$ cat src/inc/sat_pkg.sv
// constants, commands and carrier types of the segment address translator
package sat_pkg;
  localparam int SEL_W = 16;
  localparam int OFF_W = 16;
  localparam int PA_W = 24;
  localparam int RA_W = 20;
  localparam int IDX_W = 13;
  localparam int SEG_N = 4;
  localparam int MEM_W = 64;
  // selector layout: rpl in 1:0, table pick in 2, index in 15:3
  localparam int SEL_TI_BIT = 2;
  localparam int SEL_IDX_LSB = 3;
  // global table may not be indexed above this entry
  localparam logic [IDX_W-1:0] GDT_IDX_MAX = 13'h00ff;
  // access byte: present flag and privilege level field
  localparam int ACC_PRES_BIT = 7;
  localparam int ACC_DPL_LSB = 5;
  // descriptor fields inside the fetched 64-bit entry
  localparam int MEM_LIM_LSB = 0;
  localparam int MEM_BASE_LSB = 16;
  localparam int MEM_ACC_LSB = 40;
  // cache contents built for a real-mode segment load, then reset values of table base and selectors
  localparam logic [7:0] REAL_ACC = 8'h80;
  localparam logic [15:0] REAL_LIMIT = 16'hffff;
  localparam logic [PA_W-1:0] RST_GDT_BASE = 24'h00_0000;
  localparam logic [SEL_W-1:0] RST_SEL = 16'h0000;

  typedef enum logic [2:0] {
    CMD_XLATE = 3'b000,
    CMD_XLATE_SEG = 3'b001,
    CMD_PHYS = 3'b010,
    CMD_LOAD_SEG = 3'b011,
    CMD_LOAD_LDT = 3'b100,
    CMD_LOAD_GDT = 3'b101
  } sat_cmd_e;

  typedef enum logic [1:0] {
    FLT_NONE = 2'b00,
    FLT_RANGE = 2'b01,
    FLT_ABSENT = 2'b10,
    FLT_LIMIT = 2'b11
  } sat_fault_e;

  // 48-bit descriptor cache
  typedef struct packed {
    logic [7:0] access;
    logic [PA_W-1:0] base;
    logic [15:0] limit;
  } sat_desc_s;

  typedef struct packed {
    sat_cmd_e cmd;
    logic [1:0] seg;
    logic [SEL_W-1:0] selector;
    logic [OFF_W-1:0] offset;
    logic [PA_W-1:0] phys;
  } sat_req_s;
endpackage

$ cat src/verilog/sat_translator.sv
// segment address translator: real and descriptor-based translation
`timescale 1ns/1ps
// Overview of operation
// RULE1 - while emulating, real mode uses real translation, protected uses descriptors.
// RULE2 - when not emulating, the translation select flag picks the method.
// RULE3 - real translation shifts the selector left four bits and adds the offset.
// RULE4 - a direct physical address takes 24 bits; a pointer still gives 20 bits.
// RULE5 - in protected mode 14 selector bits address and two bits protect.
// RULE6 - one selector bit picks global or local table, 13 bits index it.
// RULE7 - a descriptor gives access, base and limit; address is base plus offset.
// RULE8 - protected physical addresses are 24 bits wide.
// RULE9 - a global table index above 255 is refused as out of range.
// RULE10 - the global table register holds the base of the global table.
// RULE11 - the local table selector always indexes the global table.
// RULE12 - loading the local table selector also loads its 48-bit cache; a real-mode CMD_LOAD_LDT sets only ldt_sel.
// RULE13 - four segment registers hold selector and cache; use needs no fetch.
// RULE14 - an access bit marks the segment present in physical memory.
// RULE15 - two access bits give the privilege level, 0 highest, 3 lowest.
// RULE16 - the fetch address is table base plus index times eight.
module sat_translator
  import sat_pkg::*;
(
  input wire logic sys_clk_in,
  input wire logic rstn_in,
  input wire logic emulating_in,
  input wire logic prot_mode_in,
  input wire logic translation_select_flag_in,
  input wire logic req_valid_in,
  input wire sat_req_s req_in,
  output logic busy_out,
  output logic done_out,
  output sat_fault_e fault_out,
  output logic [PA_W-1:0] phys_out,
  output logic [1:0] dpl_out,
  output logic mem_req_out,
  output logic [PA_W-1:0] mem_addr_out,
  input wire logic mem_ack_in,
  input wire logic [MEM_W-1:0] mem_data_in
);

  typedef enum logic [1:0] {
    ST_IDLE = 2'b00,
    ST_FETCH = 2'b01
  } sat_state_e;

  // real-mode address: selector times sixteen plus offset
  function automatic logic [RA_W-1:0] real_addr(
    input logic [SEL_W-1:0] sel,
    input logic [OFF_W-1:0] off
  );
    real_addr = {sel, 4'h0} + {4'h0, off}; // see RULE3
  endfunction

  // split a fetched table entry into its cached fields
  function automatic sat_desc_s desc_of(input logic [MEM_W-1:0] d);
    desc_of.limit = d[MEM_LIM_LSB +: 16];
    desc_of.base = d[MEM_BASE_LSB +: PA_W]; // see RULE7
    desc_of.access = d[MEM_ACC_LSB +: 8];
  endfunction

  sat_state_e state;
  sat_req_s cur;
  logic cur_prot;
  logic [PA_W-1:0] gdt_base;
  logic [SEL_W-1:0] ldt_sel;
  sat_desc_s ldt_cache;
  logic [SEL_W-1:0] seg_sel [SEG_N];
  sat_desc_s seg_cache [SEG_N];

  // method choice for the incoming request
  wire in_prot = emulating_in ? prot_mode_in
                              : translation_select_flag_in; // see RULE1 RULE2

  // selector decode: table pick and index, rpl ignored here
  wire in_ldt_tbl = (req_in.cmd != CMD_LOAD_LDT)
                    && req_in.selector[SEL_TI_BIT]; // see RULE6 RULE11
  wire [IDX_W-1:0] in_idx = req_in.selector[SEL_W-1:SEL_IDX_LSB]; // see RULE5
  wire in_range_bad = !in_ldt_tbl && (in_idx > GDT_IDX_MAX); // see RULE9
  wire [PA_W-1:0] in_tbl_base = in_ldt_tbl ? ldt_cache.base
                                           : gdt_base; // see RULE10
  wire [PA_W-1:0] in_fetch_addr = in_tbl_base
                                  + {8'h00, in_idx, 3'b000}; // see RULE16
  wire in_needs_fetch = in_prot && (req_in.cmd == CMD_XLATE
                        || req_in.cmd == CMD_LOAD_SEG
                        || req_in.cmd == CMD_LOAD_LDT);

  // cached segment selected by the request
  sat_desc_s sc;
  assign sc = seg_cache[req_in.seg];
  wire [SEL_W-1:0] ss = seg_sel[req_in.seg];
  wire sc_absent = !sc.access[ACC_PRES_BIT];
  wire sc_over = req_in.offset > sc.limit;
  wire [PA_W-1:0] sc_sum = sc.base + {8'h00, req_in.offset}; // see RULE13
  wire [RA_W-1:0] in_real = real_addr(req_in.selector, req_in.offset);
  wire [RA_W-1:0] ss_real = real_addr(ss, req_in.offset);

  // descriptor arriving from memory
  sat_desc_s fd;
  assign fd = desc_of(mem_data_in);
  wire f_absent = !fd.access[ACC_PRES_BIT]; // see RULE14
  wire f_over = cur.offset > fd.limit;
  wire [PA_W-1:0] f_sum = fd.base + {8'h00, cur.offset}; // see RULE7 RULE8

  // cache image for a real-mode segment load
  sat_desc_s real_desc;
  assign real_desc = '{access: REAL_ACC,
                       base: {4'h0, req_in.selector, 4'h0},
                       limit: REAL_LIMIT};

  // request sequencing, table fetch and register updates
  always_ff @(posedge sys_clk_in or negedge rstn_in)
  begin
    if (!rstn_in)
    begin
      state <= ST_IDLE;
      cur <= '0;
      cur_prot <= 1'b0;
      gdt_base <= RST_GDT_BASE;
      ldt_sel <= RST_SEL;
      ldt_cache <= '0;
      for (int i = 0; i < SEG_N; i++)
      begin
        seg_sel[i] <= RST_SEL;
        seg_cache[i] <= '0;
      end
      busy_out <= 1'b0;
      done_out <= 1'b0;
      fault_out <= FLT_NONE;
      phys_out <= '0;
      dpl_out <= 2'b00;
      mem_req_out <= 1'b0;
      mem_addr_out <= '0;
    end
    else
    begin
      done_out <= 1'b0;
      case (state)
        ST_IDLE:
        begin
          if (req_valid_in)
          begin
            cur <= req_in;
            cur_prot <= in_prot;
            fault_out <= FLT_NONE;
            if (in_needs_fetch && in_range_bad)
            begin
              done_out <= 1'b1;
              fault_out <= FLT_RANGE; // see RULE9
            end
            else if (in_needs_fetch)
            begin
              state <= ST_FETCH;
              busy_out <= 1'b1;
              mem_req_out <= 1'b1;
              mem_addr_out <= in_fetch_addr; // see RULE16
            end
            else
            begin
              done_out <= 1'b1;
              case (req_in.cmd)
                CMD_XLATE:
                  phys_out <= {4'h0, in_real}; // see RULE3
                CMD_XLATE_SEG:
                begin
                  if (!in_prot)
                    phys_out <= {4'h0, ss_real}; // see RULE1 RULE3
                  else if (sc_absent)
                    fault_out <= FLT_ABSENT; // see RULE14
                  else if (sc_over)
                    fault_out <= FLT_LIMIT;
                  else
                  begin
                    phys_out <= sc_sum; // see RULE13
                    dpl_out <= sc.access[ACC_DPL_LSB +: 2]; // see RULE15
                  end
                end
                CMD_PHYS:
                  phys_out <= req_in.phys; // see RULE4
                CMD_LOAD_SEG:
                begin
                  seg_sel[req_in.seg] <= req_in.selector;
                  seg_cache[req_in.seg] <= real_desc;
                end
                CMD_LOAD_LDT:
                  ldt_sel <= req_in.selector;
                CMD_LOAD_GDT:
                  gdt_base <= req_in.phys; // see RULE10
                default:
                  fault_out <= FLT_NONE;
              endcase
            end
          end
        end
        ST_FETCH:
        begin
          if (mem_ack_in)
          begin
            state <= ST_IDLE;
            busy_out <= 1'b0;
            mem_req_out <= 1'b0;
            done_out <= 1'b1;
            if (f_absent)
              fault_out <= FLT_ABSENT; // see RULE14
            else
            begin
              case (cur.cmd)
                CMD_XLATE:
                begin
                  if (f_over)
                    fault_out <= FLT_LIMIT;
                  else
                  begin
                    phys_out <= f_sum; // see RULE7 RULE8
                    dpl_out <= fd.access[ACC_DPL_LSB +: 2]; // see RULE15
                  end
                end
                CMD_LOAD_SEG:
                begin
                  seg_sel[cur.seg] <= cur.selector; // see RULE13
                  seg_cache[cur.seg] <= fd;
                end
                CMD_LOAD_LDT:
                begin
                  ldt_sel <= cur.selector; // see RULE12
                  ldt_cache <= fd;
                end
                default:
                  fault_out <= FLT_NONE;
              endcase
            end
          end
        end
        default:
          state <= ST_IDLE;
      endcase
    end
  end

  // real pointer result is the 20-bit shift-and-add
  chk_real_shift_add: assert property ( // see RULE3
    @(posedge sys_clk_in) disable iff (!rstn_in)
    done_out && cur.cmd == CMD_XLATE && !cur_prot
    |-> phys_out == {4'h0, real_addr(cur.selector, cur.offset)})
    else $error("real translation result wrong");

  // method follows emulation mode or the select flag
  chk_mode_select: assert property ( // see RULE1 RULE2
    @(posedge sys_clk_in) disable iff (!rstn_in)
    state == ST_IDLE && req_valid_in && req_in.cmd == CMD_XLATE
    && !(emulating_in ? prot_mode_in : translation_select_flag_in)
    |=> done_out && !mem_req_out)
    else $error("real request started a table fetch");

  // a direct physical address passes with all 24 bits
  chk_phys_pass: assert property ( // see RULE4
    @(posedge sys_clk_in) disable iff (!rstn_in)
    state == ST_IDLE && req_valid_in && req_in.cmd == CMD_PHYS
    |=> done_out && phys_out == $past(req_in.phys))
    else $error("physical address not passed through");

  // global index above the limit is refused without a fetch
  chk_gdt_range: assert property ( // see RULE9
    @(posedge sys_clk_in) disable iff (!rstn_in)
    state == ST_IDLE && req_valid_in && in_needs_fetch && in_range_bad
    |=> done_out && fault_out == FLT_RANGE && !mem_req_out)
    else $error("global index range not enforced");

  // fetch address is base plus eight bytes per entry
  chk_fetch_addr: assert property ( // see RULE16 RULE11
    @(posedge sys_clk_in) disable iff (!rstn_in)
    $rose(mem_req_out)
    && (cur.cmd == CMD_LOAD_LDT || !cur.selector[SEL_TI_BIT])
    |-> mem_addr_out == gdt_base
        + {8'h00, cur.selector[SEL_W-1:SEL_IDX_LSB], 3'b000})
    else $error("descriptor fetch address wrong");

  // protected result is descriptor base plus offset
  chk_prot_sum: assert property ( // see RULE7 RULE8
    @(posedge sys_clk_in) disable iff (!rstn_in)
    state == ST_FETCH && mem_ack_in && cur.cmd == CMD_XLATE
    && !f_absent && !f_over
    |=> done_out && fault_out == FLT_NONE
        && phys_out == $past(f_sum) && dpl_out == $past(fd.access[6:5]))
    else $error("protected translation result wrong");

  // absent descriptor answers with a fault
  chk_present_bit: assert property ( // see RULE14 RULE15
    @(posedge sys_clk_in) disable iff (!rstn_in)
    state == ST_FETCH && mem_ack_in && !mem_data_in[47]
    |=> done_out && fault_out == FLT_ABSENT && !busy_out)
    else $error("absent segment not flagged");

  // fetched local table load fills selector and cache together
  chk_ldt_load: assert property ( // see RULE12
    @(posedge sys_clk_in) disable iff (!rstn_in)
    state == ST_FETCH && mem_ack_in && cur.cmd == CMD_LOAD_LDT && !f_absent
    |=> ldt_sel == $past(cur.selector) && ldt_cache == $past(fd))
    else $error("local table cache not loaded");

  // cached segment use never touches memory
  chk_seg_nofetch: assert property ( // see RULE13
    @(posedge sys_clk_in) disable iff (!rstn_in)
    state == ST_IDLE && req_valid_in && req_in.cmd == CMD_XLATE_SEG
    |=> done_out && !mem_req_out && !busy_out && state == ST_IDLE)
    else $error("segment use started a fetch");

endmodule
$ cat config.mk
export PLATFORM = sky130hd
export DESIGN_NAME = sat_translator
export DESIGN_NICKNAME = d
export VERILOG_FILES = /design/src/inc/sat_pkg.sv /design/src/verilog/sat_translator.sv
export SDC_FILE = /design/constraint.sdc
export NUM_CORES = 1
export LEC_CHECK = 0
export BUFFER_PORTS_ARGS = -buffer_cell sky130_fd_sc_hd__buf_2
export CAP_MARGIN = 20
export CORE_MARGIN = 4
export CORE_UTILIZATION = 55
export DETAILED_ROUTE_END_ITERATION = 8
export PLACE_DENSITY = 0.74
export RECOVER_POWER = 100
export SKIP_CTS_REPAIR_TIMING = 1
export SYNTH_ARGS = -nofsm -noshare
export SYNTH_HDL_FRONTEND = slang
export SYNTH_SLANG_ARGS = --single-unit
$ cat constraint.sdc
create_clock -name sys_clk_in -period 3.7 [get_ports sys_clk_in]
set_input_delay 0.37 -clock sys_clk_in [delete_from_list [all_inputs] [get_ports sys_clk_in]]
set_output_delay 0.37 -clock sys_clk_in [all_outputs]
set_load 0.05 [all_outputs]
-- Yosys cells after proc, flatten, opt, wreduce, memory -nomap -nowiden
Cells that the tools add are included.
- register bits: 397
- input port bits: 132
- output and inout bits: 55
- logic and storage cells: 184
- $add $sub $neg: 5
- $lt $le $gt $ge: 7
- eq/ne operators: 28
- multiplexer cells: 87
- bitwise logic cells: 4
- reduce and logical (&&, ||, !) cells: 24
- operators by type and width (cell ; count):
    2-to-1 mux 192 bit ; 7
    2-to-1 mux 64 bit ; 7
    bitwise mux 192 bit ; 2
    one-hot mux 192 bit (2 select lines) ; 1
    2-to-1 mux 24 bit ; 11
    demux 48 bit (select 2 bit) ; 2
    2-to-1 mux 48 bit ; 4
    bitwise mux 64 bit ; 2
    one-hot mux 64 bit (2 select lines) ; 1
    binary-select mux 48 bit (select 2 bit) ; 1
    adder 24 x 16 -> 24 bit ; 3
    one-hot mux 24 bit (3 select lines) ; 1
    demux 16 bit (select 2 bit) ; 2
    2-to-1 mux 16 bit ; 4
    2-to-1 mux 2 bit ; 25
    one-hot mux 24 bit (2 select lines) ; 1
    adder 20 x 16 -> 20 bit ; 2
    binary-select mux 16 bit (select 2 bit) ; 1
    greater-than comparator 16 bit ; 2
    != test 2 bit, second input constant ; 12
    one-hot mux 2 bit (2 select lines) ; 4
    AND reduction 5 bit ; 3
    greater-than comparator 13 x 8 -> 1 bit, second input constant ; 1
    != test 4 bit, second input constant ; 3
    other kinds (25) ; 53

-- Logic depth before layout (Yosys ltp)
- depth after elaboration: 13
- mapped depth: 18
- depth with buffers taken out: 15

-- Worst setup path after synthesis
No wires, ideal clock.
- kind: input -> register
- start point: input req_in[56] (netlist name)
- end point: register phys_out[22]
- setup time: 0.153 ns
- arrival time: 4.445 ns
- data required time: 3.547 ns
- path slack: -0.898 ns
- cell stages on the path: 15
- path buffers: 4
- path through: buf_6 -> buf_2 -> buf_2 -> buf_1 -> mux4_2 -> ha_1 -> fa_1 -> a211oi_1 -> o21ai_0 -> a221oi_2 -> a31oi_1 -> o311ai_2 -> xnor2_1 -> a221oi_1 -> a311oi_2
- longest elaborated chain between the ends: 13
- elaborated cells between the ends (all ways): 17
- those cells by class: 1 x add/sub; 1 x order compare; 2 x eq/ne; 11 x mux; 1 x bitwise; 1 x reduce/logical
- ends and longest elaborated chain (item ; RTL line ; source):
    start, declared ; sat_translator.sv:29 ; input wire sat_req_s req_in,
    inverter 2 -> 3 bit (implied by the code) * ; sat_translator.sv:89 ; assign sc = seg_cache[req_in.seg];
    binary-select mux 48 bit (select 2 bit) * ; sat_translator.sv:89 ;
    2-to-1 mux 48 bit (implied by the code) * (2 in series) ; sat_translator.sv:89 ;
    adder 24 x 16 -> 24 bit ; sat_translator.sv:93 ; wire [PA_W-1:0] sc_sum = sc.base + {8'h00, req_in.offset};
    2-to-1 mux 24 bit ; sat_translator.sv:169 ; else if (sc_over)
    2-to-1 mux 24 bit ; sat_translator.sv:167 ; else if (sc_absent)
    2-to-1 mux 24 bit ; sat_translator.sv:165 ; if (!in_prot)
    one-hot mux 24 bit (3 select lines) ; sat_translator.sv:160 ; case (req_in.cmd)
    2-to-1 mux 24 bit ; sat_translator.sv:150 ; else if (in_needs_fetch)
    2-to-1 mux 24 bit ; sat_translator.sv:145 ; if (in_needs_fetch && in_range_bad)
    2-to-1 mux 24 bit ; sat_translator.sv:140 ; if (req_valid_in)
    one-hot mux 24 bit (2 select lines) ; sat_translator.sv:137 ; case (state)
    end signal, assigned ; sat_translator.sv:162 ; phys_out <= {4'h0, in_real};
    end signal, assigned ; sat_translator.sv:166 ; phys_out <= {4'h0, ss_real};
    end signal, assigned ; sat_translator.sv:173 ; phys_out <= sc_sum;
    end, declared ; sat_translator.sv:33 ; output logic [PA_W-1:0] phys_out,
Mark *: on every way between the ends. The rest lies on a longest branch, timed or not. The select of a mux whose other input is x is not followed.
A chain may end at the register's enable or synchronous reset.

==> metrics.cfg <==
[run_status]
outcome=complete, but fails checks
violations=capacitance limit, slew limit

[yosys]
synthTopCellsByArea=dfrtp_1, nand2_1, mux4_2
yosysSeqAreaShare=0.4320
synth_area_sq_um=21720
synthArstFlopShare=1.000
yosysTopAreaCell=dfrtp_1
ys.flop_type=dfrtp_1
syn-num-nets=2489
syn_avg_cell_area_sq_um=9.651
synth_seq_cells=375
synthDistinctLibCells=82
synthCells=2251
yosysTopAreaCellShare=0.4320
synth_edf_count=0
ys_warn_count=0

[finish]
mostFrequentLayoutCell=nand2_1
fin_area_sq_um=25100
finalNetCount=2704
multi_input_area_sq_um=11570
fin_cells=3012
ff_latch_area_sq_um=9385
syn_to_final_growth_pct=15.53
final_util=0.6464
layout_common_cells=nand2_1, dfrtp_1, o21ai_0, a21oi_1, a22oi_1
n_antenna_cell=0
fillerInstances=3149
drive_above_1_share=0.1913

[global_routing]
grt.total_usage=0.3485
grt_max_degree=125
antenna_found_initial=1
grt_pass1_vias=19276
grt_pass1_wl_mm=113.7
overflow=0

[setup_path]
critical_path.max_fanout=26
worstPathRequired_ps=4090
reg2reg_slack_ps=120
start_kind=register
r2r_cells=7
reg2reg_to=seg_cache[58]
arrival_ps=3980
worstSetupEndpoint=seg_cache[58]
endpoint_kind=register
cp-startpoint=mem_req_out
rr_startpoint=mem_req_out
crit_type=register to register

[sta]
fin_ws_ps=117.4
worst_pin_slew_ps=2008
max_slew_margin=-0.3388
setup_violations=0
fin_tns_setup_ps=0
fmax_mhz=279.1
hold_violations=0
hold_ws_ps=78.34
post-route-min-period_ps=3583
period_share=0.9683
drv_slew=155
rsz0062_at_grt=no
finClkSkew_ps=22.69

[power]
p_per_area_nw_per_um2=559.9
vdd_drop_max_mv=0.4171
p_leak_nw=11.45
power_mw=14.05

[die]
die_h_um=206.7
chipWidth_um=206.7
ios=187
die-area_sq_um=42740
design.core.area_sq_um=38830
start_util=0.5595
rows=72

[drt]
num_vias=19630
dr.pass1.iters=6
ant_nets=0
routedWlPerCell_um=24.93
drc=0
routed_wl_mm=75.08
drt_iter0_markers=2190
via_per_inst=6.517

[placement]
placed_area_sq_um=23980
post-dp-hpwl_mm=53.36
post-place-ws_ps=-281.6
gp_congestion=0.9923
placedCellCount=2940
portBuffers=165

[hold_path]
hp-class=primary input to register
whs_path_depth=2

[cts]
clk-insertion-delay-late_ps=570
cts_htree_levels=2
clock-root-buffer=clkbuf_16
clockBufferDepth=3
cts_buffers=41
path_clk_slew_ps=70
cts_tree=done
clkSinkCount=375

[job]
cap_violations=3

-- kinds of logic (layout without fill, tap and decap cells) --
group,after synthesis,in the layout,share of synthesized area
simple gates,646,646,0.1265
compound gates,705,705,0.2110
flops,375,375,0.4320
xor+xnor,77,77,0.03104
buf+inv,212,455,0.03974
fa+ha+maj,106,106,0.06278
mux,130,130,0.09699
-- cells in the mapped netlist, types with 17 or more instances --
master,count
a211oi_1,20
a21o_1,22
a21oi_1,148
a22o_1,42
a22oi_1,132
buf_2,30
clkbuf_1,108
dfrtp_1,375
ha_1,101
inv_1,59
mux2_2,54
mux2i_1,17
mux4_2,59
nand2_1,379
nand2b_1,17
nand3_1,19
nor2_1,130
nor3_1,21
o21ai_0,211
xnor2_1,44
xor2_1,33
-- state kept, by name, indices dropped and copies added (netlist names), 24 cells and up --
name          cells
cur              37
gdt_base         24
ldt_cache        24
mem_addr_out     24
phys_out         24
seg_cache       172
seg_sel          64
-- worst min path at each step --
stage | startpoint | to
after floorplan | rstn_in | cur[24]
after global placement | seg_cache[191] | seg_cache[191]
after detailed placement | seg_cache[191] | seg_cache[191]
after CTS | rstn_in | mem_addr_out[20]
after global routing | req_in[18] | gdt_base[18]
final | mem_ack_in | mem_req_out
-- final cells by class --
| type | instances | area share |
|---|---|---|
| multi-input cells | 1664 | 0.4611 |
| clock buffers | 59 | 0.04721 |
| inverters | 59 | 0.008824 |
| flip-flops and latches | 375 | 0.3739 |
| repair buffers | 325 | 0.07891 |
| clock inverters | 12 | 0.004187 |
| well taps | 518 | 0.02582 |
-- routing by layer --
layer,track usage,share of wire,vias up
li1,-,-,8603
met3,0.07514,0.11,198
met2,0.5451,0.46,1170
met5,0,0.00015,-
met1,0.4767,0.38,9657
met4,0.1459,0.047,2
-- where the power goes --
group          switching, mW  internal (mW)  total, mW
Combinational           2.82           1.71       4.54
Clock                   1.71           2.30       4.00
Sequential             0.548           4.96       5.51
Total                   5.08           8.98       14.1
-- worst max-delay path: stages (launching register included) --
cell	delay (ps)
dfrtp_2	350
clkbuf_1	1020
and3_1	540
a21oi_1	150
a21o_4	310
nor3_4	180
clkbuf_2	650
a21oi_1	190
No activity file was read; power rests on OpenSTA's default activity.
